==> config.mk <==
export PLATFORM = sky130hd
export DESIGN_NAME = pseq_core
export DESIGN_NICKNAME = d
export VERILOG_FILES = /design/src/core/pseq_pkg.sv /design/src/core/pseq_core.sv /design/src/core/pseq_stack_mem.sv
export VERILOG_INCLUDE_DIRS = /design/src /design/src/core
export SDC_FILE = /design/constraint.sdc
export NUM_CORES = 1
export LEC_CHECK = 0
export ABC_AREA = 1
export BUFFER_PORTS_ARGS = -buffer_cell sky130_fd_sc_hd__clkbuf_2
export CORE_MARGIN = 4
export CORE_UTILIZATION = 40
export CTS_CLUSTER_DIAMETER = 50
export DETAILED_ROUTE_END_ITERATION = 6
export PLACE_DENSITY_LB_ADDON = 0.3
export SLEW_MARGIN = 20
export SYNTH_ARGS = -nofsm -noshare
export SYNTH_HDL_FRONTEND = slang
export SYNTH_HIERARCHICAL = 1
export SYNTH_SLANG_ARGS = --single-unit
==> constraint.sdc <==
create_clock -name ref_clk_i -period 2.7 [get_ports ref_clk_i]
set_input_delay 0.27 -clock ref_clk_i [delete_from_list [all_inputs] [get_ports ref_clk_i]]
set_output_delay 0.27 -clock ref_clk_i [all_outputs]
set_load 0.02 [all_outputs]
==> src/core/pseq_map.svh <==
// Offsets, field positions, reset values and stack depth of the sequencer
`ifndef PSEQ_MAP_SVH
`define PSEQ_MAP_SVH
`define PSEQ_ADDR_PC_LOW 12'h000
`define PSEQ_ADDR_CTRL 12'h004
`define PSEQ_ADDR_STAT 12'h008
`define PSEQ_RESET_VECTOR 12'h000
`define PSEQ_IRQ_VECTOR 12'h004
`define PSEQ_STACK_DEPTH 8
`define PSEQ_SP_TOP 3'h0
`define PSEQ_CTRL_IRQ_EN 0
`define PSEQ_STAT_DEPTH_LSB 0
`define PSEQ_STAT_FULL 4
`define PSEQ_STAT_PEND 5
`define PSEQ_STAT_DUMMY 6
`endif

==> src/core/pseq_pkg.sv <==
// Types shared by the sequencer files
package pseq_pkg;
   // Decoded instruction class from the execute stage
   typedef struct packed {
      logic branch;       // jump or call target load
      logic call;         // push before load
      logic pop_pc;       // pop into counter
      logic skip;         // condition met on a skip
      logic [11:0] target; // branch target
   } pseq_op_t;
   // Phase state, one-hot
   typedef enum logic [3:0] {
      PH_FETCH = 4'h1,
      PH_DEC = 4'h2,
      PH_EXA = 4'h4,
      PH_EXB = 4'h8
   } pseq_phase_t;
endpackage

==> src/core/pseq_core.sv <==
// Program sequencer: phases, counter, dummy cycles, return stack, APB regs
`timescale 1ns/1ns
`include "pseq_map.svh"
module pseq_core
(
   input wire logic ref_clk_i,          // 250 MHz system clock
   input wire logic rst_i,              // async reset, active high
   input wire logic psel,               // APB select
   input wire logic penable,            // APB access phase
   input wire logic pwrite,             // APB direction
   input wire logic [11:0] paddr,       // APB byte address
   input wire logic [31:0] pwdata,      // APB write data
   output logic [31:0] prdata,          // APB read data
   output logic pready,                 // APB ready
   output logic pslverr,                // APB error
   input wire pseq_pkg::pseq_op_t op_i, // execute-stage decode
   input wire logic op_valid_i,         // op_i valid in exec phase
   input wire logic irq_i,              // async interrupt request pin
   output logic [11:0] fetch_addr_o,    // program memory address
   output logic fetch_o,                // fetch strobe, one cycle
   output logic dummy_o,                // current cycle is a dummy
   output logic irq_ack_o,              // interrupt acknowledge pulse
   output pseq_pkg::pseq_phase_t phase_o // current phase
);
   pseq_pkg::pseq_phase_t phase;
   logic [3:0] pc_upper_bits;
   logic [7:0] pc_low_byte;
   logic [2:0] sp;
   logic [3:0] depth;
   logic dummy;
   logic irq_en;
   logic irq_pend;
   logic irq_s1;
   logic irq_s2;
   logic [11:0] pc;
   logic [11:0] stk_rdata;
   logic [2:0] top_slot;
   logic apb_wr;
   logic pc_low_wr;
   logic end_cycle;
   logic exec_ok;
   logic take_irq;
   logic stack_full;
   logic push;
   logic pop;
   logic [31:0] rd_word;
   logic addr_bad;

   assign pc = {pc_upper_bits, pc_low_byte};
   assign top_slot = sp - 3'h1;
   assign stack_full = (depth == 4'(`PSEQ_STACK_DEPTH));
   assign end_cycle = (phase == pseq_pkg::PH_EXB);
   assign exec_ok = op_valid_i && !dummy;
   assign apb_wr = psel && penable && pwrite;
   assign pc_low_wr = apb_wr && (paddr == `PSEQ_ADDR_PC_LOW);
   // Interrupt blocked while the stack is full
   assign take_irq = end_cycle && irq_pend && irq_en && !stack_full
      && !dummy;
   assign push = end_cycle && ((exec_ok && op_i.call) || take_irq);
   assign pop = end_cycle && exec_ok && op_i.pop_pc && !take_irq;

   ////////////////////////////////////////////////////////////////////////
   // Four-phase sequencing, one instruction cycle per round
   always_ff @(posedge ref_clk_i or posedge rst_i)
   begin
      if (rst_i)
      begin
         phase <= pseq_pkg::PH_FETCH;
      end
      else
      begin
         case (phase)
            pseq_pkg::PH_FETCH: phase <= pseq_pkg::PH_DEC;
            pseq_pkg::PH_DEC: phase <= pseq_pkg::PH_EXA;
            pseq_pkg::PH_EXA: phase <= pseq_pkg::PH_EXB;
            pseq_pkg::PH_EXB: phase <= pseq_pkg::PH_FETCH;
            default: phase <= pseq_pkg::PH_FETCH;
         endcase
      end
   end
   assign phase_o = phase;
   // Fetch in the first phase; the word executes at the end of the same round
   assign fetch_o = (phase == pseq_pkg::PH_FETCH);
   assign fetch_addr_o = pc;

   ////////////////////////////////////////////////////////////////////////
   // Program counter: steps at the cycle end, loads on flow changes
   always_ff @(posedge ref_clk_i or posedge rst_i)
   begin
      if (rst_i)
      begin
         {pc_upper_bits, pc_low_byte} <= `PSEQ_RESET_VECTOR;
      end
      else if (end_cycle)
      begin
         if (take_irq)
         begin
            {pc_upper_bits, pc_low_byte} <= `PSEQ_IRQ_VECTOR;
         end
         else if (exec_ok && op_i.branch)
         begin
            {pc_upper_bits, pc_low_byte} <= op_i.target;
         end
         else if (pop)
         begin
            {pc_upper_bits, pc_low_byte} <= stk_rdata;
         end
         else if (pc_low_wr)
         begin
            pc_low_byte <= pwdata[7:0];
         end
         else if (dummy)
         begin
            // Dummy only refetches; stepping here would lose the target
            {pc_upper_bits, pc_low_byte} <= pc;
         end
         else if (exec_ok && op_i.skip)
         begin
            // Next word is dropped; the dummy fetches the one after
            {pc_upper_bits, pc_low_byte} <= pc + 12'h002;
         end
         else
         begin
            {pc_upper_bits, pc_low_byte} <= pc + 12'h001;
         end
      end
      else if (pc_low_wr)
      begin
         // Page-local jump; the upper bits are untouched
         pc_low_byte <= pwdata[7:0];
      end
   end

   ////////////////////////////////////////////////////////////////////////
   // Dummy cycle after a flow change, taken skip or low-byte write
   always_ff @(posedge ref_clk_i or posedge rst_i)
   begin
      if (rst_i)
      begin
         dummy <= 1'b0;
      end
      else if (end_cycle)
      begin
         dummy <= take_irq || pc_low_wr || (exec_ok && (op_i.branch
            || op_i.pop_pc || op_i.skip));
      end
      else if (pc_low_wr)
      begin
         dummy <= 1'b1;
      end
   end
   assign dummy_o = dummy;

   ////////////////////////////////////////////////////////////////////////
   // Stack pointer and depth; the pointer wraps so the oldest is lost
   always_ff @(posedge ref_clk_i or posedge rst_i)
   begin
      if (rst_i)
      begin
         sp <= `PSEQ_SP_TOP;
         depth <= 4'h0;
      end
      else if (push)
      begin
         sp <= sp + 3'h1;
         if (!stack_full)
         begin
            depth <= depth + 4'h1;
         end
      end
      else if (pop && depth != 4'h0)
      begin
         sp <= sp - 3'h1;
         depth <= depth - 4'h1;
      end
   end

   // Hidden store; no bus path reaches it
   pseq_stack_mem u_stack (
      .ref_clk_i (ref_clk_i),
      .wr_i (push),
      .waddr_i (sp),
      .wdata_i (take_irq ? pc : pc + 12'h001),
      .raddr_i (top_slot),
      .rdata_o (stk_rdata)
   );

   ////////////////////////////////////////////////////////////////////////
   // Interrupt pin synchroniser and pending flag
   always_ff @(posedge ref_clk_i or posedge rst_i)
   begin
      if (rst_i)
      begin
         irq_s1 <= 1'b0;
         irq_s2 <= 1'b0;
      end
      else
      begin
         irq_s1 <= irq_i;
         irq_s2 <= irq_s1;
      end
   end

   // A new request wins over the acknowledge clear
   always_ff @(posedge ref_clk_i or posedge rst_i)
   begin
      if (rst_i)
      begin
         irq_pend <= 1'b0;
      end
      else if (irq_s2 && irq_en)
      begin
         irq_pend <= 1'b1;
      end
      else if (take_irq)
      begin
         irq_pend <= 1'b0;
      end
   end

   always_ff @(posedge ref_clk_i or posedge rst_i)
   begin
      if (rst_i)
      begin
         irq_ack_o <= 1'b0;
      end
      else
      begin
         irq_ack_o <= take_irq;
      end
   end

   ////////////////////////////////////////////////////////////////////////
   // APB slave: zero wait states, unmapped addresses error
   always_ff @(posedge ref_clk_i or posedge rst_i)
   begin
      if (rst_i)
      begin
         irq_en <= 1'b0;
      end
      else if (apb_wr && paddr == `PSEQ_ADDR_CTRL)
      begin
         irq_en <= pwdata[`PSEQ_CTRL_IRQ_EN];
      end
   end

   assign pready = 1'b1;

   // Read word and address decode
   always_comb
   begin
      rd_word = 32'h0000_0000;
      addr_bad = 1'b0;
      case (paddr)
         `PSEQ_ADDR_PC_LOW: rd_word[7:0] = pc_low_byte;
         `PSEQ_ADDR_CTRL: rd_word[`PSEQ_CTRL_IRQ_EN] = irq_en;
         `PSEQ_ADDR_STAT:
         begin
            rd_word[`PSEQ_STAT_FULL] = stack_full;
            rd_word[`PSEQ_STAT_PEND] = irq_pend;
            rd_word[`PSEQ_STAT_DUMMY] = dummy;
         end
         default: addr_bad = 1'b1;
      endcase
   end
   assign pslverr = psel && penable && addr_bad;

   // Read data taken in the setup cycle, so status is one clock old
   always_ff @(posedge ref_clk_i or posedge rst_i)
   begin
      if (rst_i)
      begin
         prdata <= 32'h0000_0000;
      end
      else if (psel && !penable)
      begin
         prdata <= rd_word;
      end
      else
      begin
         prdata <= 32'h0000_0000;
      end
   end
endmodule // pseq_core

==> src/core/pseq_stack_mem.sv <==
// Eight-entry return address store, circular, registered read
`timescale 1ns/1ns
module pseq_stack_mem
(
   input wire logic ref_clk_i,   // system clock
   input wire logic wr_i,        // write strobe
   input wire logic [2:0] waddr_i, // write slot
   input wire logic [11:0] wdata_i, // saved counter
   input wire logic [2:0] raddr_i, // read slot
   output logic [11:0] rdata_o   // registered read data
);
   logic [11:0] mem [0:7];

   // No reset: contents are meaningless until pushed
   always_ff @(posedge ref_clk_i)
   begin
      if (wr_i)
      begin
         mem[waddr_i] <= wdata_i;
      end
      rdata_o <= mem[raddr_i];
   end
endmodule // pseq_stack_mem

Word-level counts from Yosys, hierarchy flattened
Memory sizes are Yosys's and may differ from the RTL's. A register that Yosys moved wholly into a read port is not among the register bits.
Index checks and enable logic that the tools add are counted.
W data, S select, Z words.
{"block": "word_totals", "memories": 1, "input_bits": 67, "mem_bits_rw": 96, "output_inout_bits": 53, "register_bits": 61, "word_cells": 102}
{"block": "op_classes", "n_mux": 33, "eq_ne": 11, "n_addsub": 6, "reduce_logical": 39}
{"name": "u_stack.mem", "depth": 8, "word_bits": 12, "read_ports": 1, "rd_clocked_by_memory_dff": 1, "write_ports": 1, "line_no": "pseq_stack_mem.sv:12", "source": "logic [11:0] mem [0:7];"}
{"operator": "$mux W8", "n": 9}
{"operator": "$mux W4", "n": 9}
{"operator": "$logic_and A1 B1 Y1", "n": 21}
{"operator": "$add A12 B1 Y12 const B", "n": 1}
{"operator": "$add A12 B2 Y12 const B", "n": 1}
{"operator": "$eq A12 B3 Y1 const B", "n": 1}
{"operator": "$eq A12 B4 Y1 const B", "n": 1}
{"operator": "$logic_not A12 Y1", "n": 1}
{"operator": "$mux W12", "n": 1}
{"operator": "$pmux W4 S3", "n": 1}
{"operator": "$mux W3", "n": 3}
{"operator": "$eq A4 B4 Y1 const B", "n": 2}
{"operator": "$mux W1", "n": 8}
{"operator": "$ne A4 B1 Y1 const B", "n": 2}
{"operator": "$pmux W3 S2", "n": 1}
{"operator": "$reduce_bool A2 Y1", "n": 3}
{"operator": "$logic_or A1 B1 Y1", "n": 5}
{"operator": "$ne A5 B1 Y1 const B", "n": 1}
{"operator": "$add A4 B1 Y4 const B", "n": 1}
{"operator": "$eq A4 B1 Y1 const B", "n": 1}
{"operator": "$eq A4 B2 Y1 const B", "n": 1}
{"operator": "$eq A4 B3 Y1 const B", "n": 1}
{"operator": "$logic_not A1 Y1", "n": 4}
{"operator": "$reduce_and A2 Y1", "n": 2}
{"operator": "other kinds (8)", "n": 8}

Longest topological paths before layout
{"block": "logic_depth", "word_depth": 11, "ltp_mapped": 13, "ltp_nobuf": 13}

Cells and area by module
Netlist, hierarchy kept.
{"mod": "pseq_stack_mem", "n_inst": 1, "area_each_um2": 4479.3, "seq_area_each_um2": 3123.0, "cells_per_inst": 445}
{"mod": "pseq_core", "n_inst": 1, "area_each_um2": 3094.2, "seq_area_each_um2": 927.1, "cells_per_inst": 455}

Worst setup path before layout
Ideal clock, no wire load.
{"block": "synth_timing", "kind": "flip-flop to flip-flop", "start": "register phase[2], in the netlist phase_o[2]", "end": "memory u_stack.mem[1][0] (enable)", "setup_slack_ps": 533, "period_less_slack_ps": 2167, "n_path_buf": 0, "path_stages_with_launch": 8, "setup_ps": 380, "required_ps": 2320, "arrival_ps": 1787, "cell_sequence": "dfrtp_1 > inv_1 > nand2_2 > nor2_8 > nand3_2 > nand2_2 > nand2_1 > nor2_1"}
{"block": "synth_between", "elab_chain_len": 9}
{"item": "start: declaration", "line_no": "pseq_core.sv:25", "source": "pseq_pkg::pseq_phase_t phase;"}
{"item": "start signal: assignment", "line_no": "pseq_core.sv:68", "source": "phase <= pseq_pkg::PH_FETCH;"}
{"item": "start signal: assignment", "line_no": "pseq_core.sv:73", "source": "pseq_pkg::PH_FETCH: phase <= pseq_pkg::PH_DEC;"}
{"item": "start signal: assignment", "line_no": "pseq_core.sv:74", "source": "pseq_pkg::PH_DEC: phase <= pseq_pkg::PH_EXA;"}
{"item": "$eq A4 B4 Y1 (*)", "line_no": "pseq_core.sv:52", "source": "assign end_cycle = (phase == pseq_pkg::PH_EXB);"}
{"item": "$logic_and A1 B1 Y1 (3 in series)", "line_no": "pseq_core.sv:57", "source": "assign take_irq = end_cycle && irq_pend && irq_en && !stack_full"}
{"item": "$logic_and A1 B1 Y1", "line_no": "pseq_core.sv:58", "source": "&& !dummy;"}
{"item": "$logic_or A1 B1 Y1", "line_no": "pseq_core.sv:59", "source": "assign push = end_cycle && ((exec_ok && op_i.call) || take_irq);"}
{"item": "$logic_and A1 B1 Y1 (*)", "line_no": "pseq_core.sv:59"}
{"item": "named net push", "line_no": "pseq_core.sv:44", "source": "logic push;"}
{"item": "$mux W1 (*)", "line_no": "pseq_stack_mem.sv:17", "source": "if (wr_i)"}
{"item": "$mux W1 (not written as such) (*)", "line_no": "pseq_stack_mem.sv:19", "source": "mem[waddr_i] <= wdata_i;"}
{"item": "end: declaration", "line_no": "pseq_stack_mem.sv:12"}
Mark *: on every way through the listed nets, which the timed path passes. The rest lies on a longest branch.

Worst setup path in the final report
{"block": "layout_timing", "start": "register phase[2], in the netlist phase_o[2]", "end": "register depth[3]"}
{"block": "layout_between", "elab_cells_between_ends": 16, "cone_classes": "eq/ne (2); mux (1); reduce/logical (13)"}
{"item": "$eq A4 B4 Y1 (*)", "line_no": "pseq_core.sv:52"}
{"item": "$logic_and A1 B1 Y1 (3 in series)", "line_no": "pseq_core.sv:57"}
{"item": "$logic_and A1 B1 Y1", "line_no": "pseq_core.sv:58"}
{"item": "$logic_or A1 B1 Y1", "line_no": "pseq_core.sv:59"}
{"item": "$logic_and A1 B1 Y1 (*)", "line_no": "pseq_core.sv:59"}
{"item": "named net push", "line_no": "pseq_core.sv:44"}
{"item": "$ne A2 B2 Y1 (no source line) / $reduce_bool A2 Y1 (equally long branches)"}
{"item": "$reduce_and A2 Y1 (no source line)"}
{"item": "end signal: assignment", "line_no": "pseq_core.sv:168", "source": "depth <= depth + 4'h1;"}
{"item": "end signal: assignment", "line_no": "pseq_core.sv:174", "source": "depth <= depth - 4'h1;"}
{"item": "end: declaration", "line_no": "pseq_core.sv:29", "source": "logic [3:0] depth;"}
Marks and branches as above.
A chain may end at the register's enable or synchronous reset.

==> run metrics <==
Remaining DRCs 0; gr usage total about 17%; worst-margin pin slew 0.974 ns; CTS tree built; worst flop-to-flop path startpoint phase_o[2]; die area around 21,000 um^2; crit path max fanout 9; Clock Sinks 145; RSZ-0062 raised after global routing false; Design Power between 9 and 10 mW; post-layout min period roughly 2.4 ns; Max-cap violations 0; Crit Path Category reg -> reg; max-slew violations 0; Clock Latency Late Sink roughly 0.42 ns; total iterations of the first detailed-routing run 5; critical path, cell by cell inv_1, nand2_2, nor2_8, nand3b_4, nand2_2, inv_4, ha_1, a21oi_1, nand2_1, xor2_1, nor2_2, xor2_1; crit path launch type register; DP HPWL 12,600 um; mapped cell area 7570 um^2; Worst Path Required around 3 ns; area of the multi-input gates approximately 2700 um^2; Distinct cells, synth 45; CTS resizes 0; synth warn 6; area delta synth->final 16.0%; core area ~19,000 um^2; Synth area leaders edfxtp_1, nand2_1, dfrtp_1; Final setup viols 0; Synth Register Bits around 150; final critical-path setup slack 0.339 ns; pin count of the biggest net entering global routing a little under 50; Hold Crit Class in -> reg; Sequential Area 4050 um^2; R2R setup slack 0.34 ns; num rows 50; Data arrival, critical path between 2 and 3 ns; Worst setup EP type register; Power Dens Cells between 1000 and 1500 nW/um^2; Post-synth EDFFs 96; die height approximately 150 um; IR drop worst, VDD 0.588 mV; count leader, synth nand2_1; Clock transition at path regs 0.06 ns; hold_ws roughly 0.15 ns; worst rel slew slack between 30% and 40%; Post-Route WL roughly 18,000 um; Hold Path Origin pwdata[0]; Setup WS pre-CTS 0.287 ns; top cells by count, synth nand2_1, inv_1, edfxtp_1, nand3_1, nor2_1; fill count around 1,800; outcome finished clean; Reg2Reg Depth 12; Tcrit/Tclk final a little under 90%; H-Tree Depth 4; first-pass GRT wire length slightly below 30,000 um; die width 146 um; Via-to-Cell Ratio about 4.8; gr ovfl total 0; final hold violation count 0; wire per inst 14.6 um; Initial Utilization 40.6%; vias in the first global route a little under 6,000; input/output buffers 70; Synth area leader edfxtp_1; crit-path max cell delay around 0.4 ns; FFs w/ async S/R, synth 25.5%; I/O Pins 120; Leak about 4.3 nW; final cell count without fillers ~1,200; antenna violations before repair 0; Most used DFF post-synth edfxtp_1; Sum Neg Setup Slack 0 ns; Gate Count Post-Synth 900; layout cells sized above 1 a little under a fifth; placed instance count approximately 1,200; CTS Buf Count 17; Avg Synthesized Cell Area between 8 and 9 um^2; Root Buffer clkbuf_16; Worst Hold End irq_en; Detail Route Antenna Nets 0; achievable frequency about 420 MHz; CP max stage cell dfrtp_1; Worst Skew ~0.008 ns; register area share after synthesis between 50% and 60%; n_diodes 0; fin nets between 1,000 and 1,500; initial DRC count approximately 450; Placer Congestion a little over 0.9; WHS Path Cells 2; CTS max path bufs 2; RR Endpoint depth[3]; Synth top area share roughly two fifths; Via Count between 5,000 and 6,000
[per-layer routing]
metal	GRT usage [%]	up-vias	share of wire, %
met5	0	-	0
met4	5.03	0	1.4
met3	4.02	20	6.6
li1	-	2968	-
met1	23.2	2774	44
met2	28.4	186	48
[area by class of cell]
type | count | share of cell area (%)
Clock buffer | 25 | 5.99
Clock inverter | 7 | 0.783
Inverter | 152 | 6.58
Multi-Input combinational cell | 573 | 30.5
Sequential cell | 145 | 46.1
Tap cell | 234 | 3.33
Timing Repair Buffer | 102 | 6.78
[flip-flops by register name, indices dropped and copies added (netlist names), 3 cells and up]
name and count:
u_stack/rdata_o 12, phase_o 4, pc_upper_bits 4, u_stack/mem 96, prdata 8, depth 4, pc_low_byte 8, sp 3
[what timing repair did]
item | in CTS | in global routing
hold buffers | 2 | 0
buffers inserted | 0 | 0
hold endpoints to repair | 37 | 0
[worst max-delay path, delay by kind of cell (launching register included)]
kind | cells | cell delay (ns)
AOI/OAI and AO/OA | 1 | 0.14
xor gates and xnor gates | 2 | 0.31
adders and majority gates | 1 | 0.32
buffers and inverters | 2 | 0.16
DFF | 1 | 0.39
and+or+nand+nor | 6 | 0.97
[where the power goes]
part | switching [mW] | total, mW | internal (mW)
Sequential | 0.271 | 3.26 | 2.99
Combinational | 2.50 | 3.65 | 1.16
Clock | 0.888 | 2.33 | 1.45
Total | 3.66 | 9.25 | 5.59
[cells by family after synthesis]
logic type               Yosys count  share of synthesized area [%]
AND/OR/NAND/NOR                  470                           27.0
adder cells (fa/ha/maj)            7                           1.26
AO/OA/AOI/OAI                     56                           4.06
flip-flops                       145                           53.5
buffers and inverters            205                           12.3
multiplexers                       1                          0.149
other                              2                         0.0992
XOR/XNOR                          14                           1.62
[through the flow]
step                instance area [um^2]  utilization [%]
finish                              8790             47.1
CTS                                 8790             47.1
global placement                    8170             43.8
floorplan                           7660                -
detailed placement                  8170             43.8
global route                        8790             47.1
[how the worst max path moves through the flow]
stage,startpoint,endpoint
after global routing,phase_o[2],depth[3]
after CTS,phase_o[2],u_stack/mem[1][10]
after detailed placement,phase_o[2],u_stack/mem[1][10]
final,phase_o[2],depth[3]
after global placement,phase_o[2],depth[3]
after floorplan,phase_o[2],u_stack/mem[1][0]
[cell usage in the layout, fill, tap and decap left out, types with 2 or more instances in the layout]
| master | Yosys | routed |
|---|---|---|
| nor2_1 | 64 | 64 |
| o21ai_1 | 4 | 4 |
| inv_4 | 3 | 4 |
| a21oi_1 | 23 | 23 |
| o21ai_0 | 19 | 19 |
| dfxtp_1 | 12 | 12 |
| nand3_2 | 4 | 4 |
| buf_4 | 28 | 30 |
| or2_2 | 2 | 2 |
| nor2_8 | 2 | 2 |
| nor3_1 | 15 | 15 |
| clkinv_2 | 0 | 3 |
| a21oi_2 | 2 | 2 |
| inv_2 | 22 | 22 |
| clkbuf_1 | 4 | 2 |
| dlygate4sd3_1 | 0 | 2 |
| clkbuf_16 | 0 | 18 |
| nand2_2 | 8 | 8 |
| clkbuf_2 | 1 | 70 |
| nor2_2 | 2 | 2 |
| inv_1 | 107 | 107 |
| clkbuf_8 | 0 | 5 |
| o211ai_1 | 3 | 3 |
| dfrtp_1 | 36 | 36 |
| clkinv_1 | 20 | 20 |
| edfxtp_1 | 96 | 96 |
| or2_1 | 3 | 3 |
| nand4_1 | 5 | 5 |
| nand3_1 | 84 | 84 |
| ha_1 | 6 | 6 |
| xor2_1 | 11 | 11 |
| conb_1 | 2 | 25 |
| nand2_1 | 276 | 276 |
| xnor2_1 | 3 | 3 |
(Power assumes the default switching activity.)
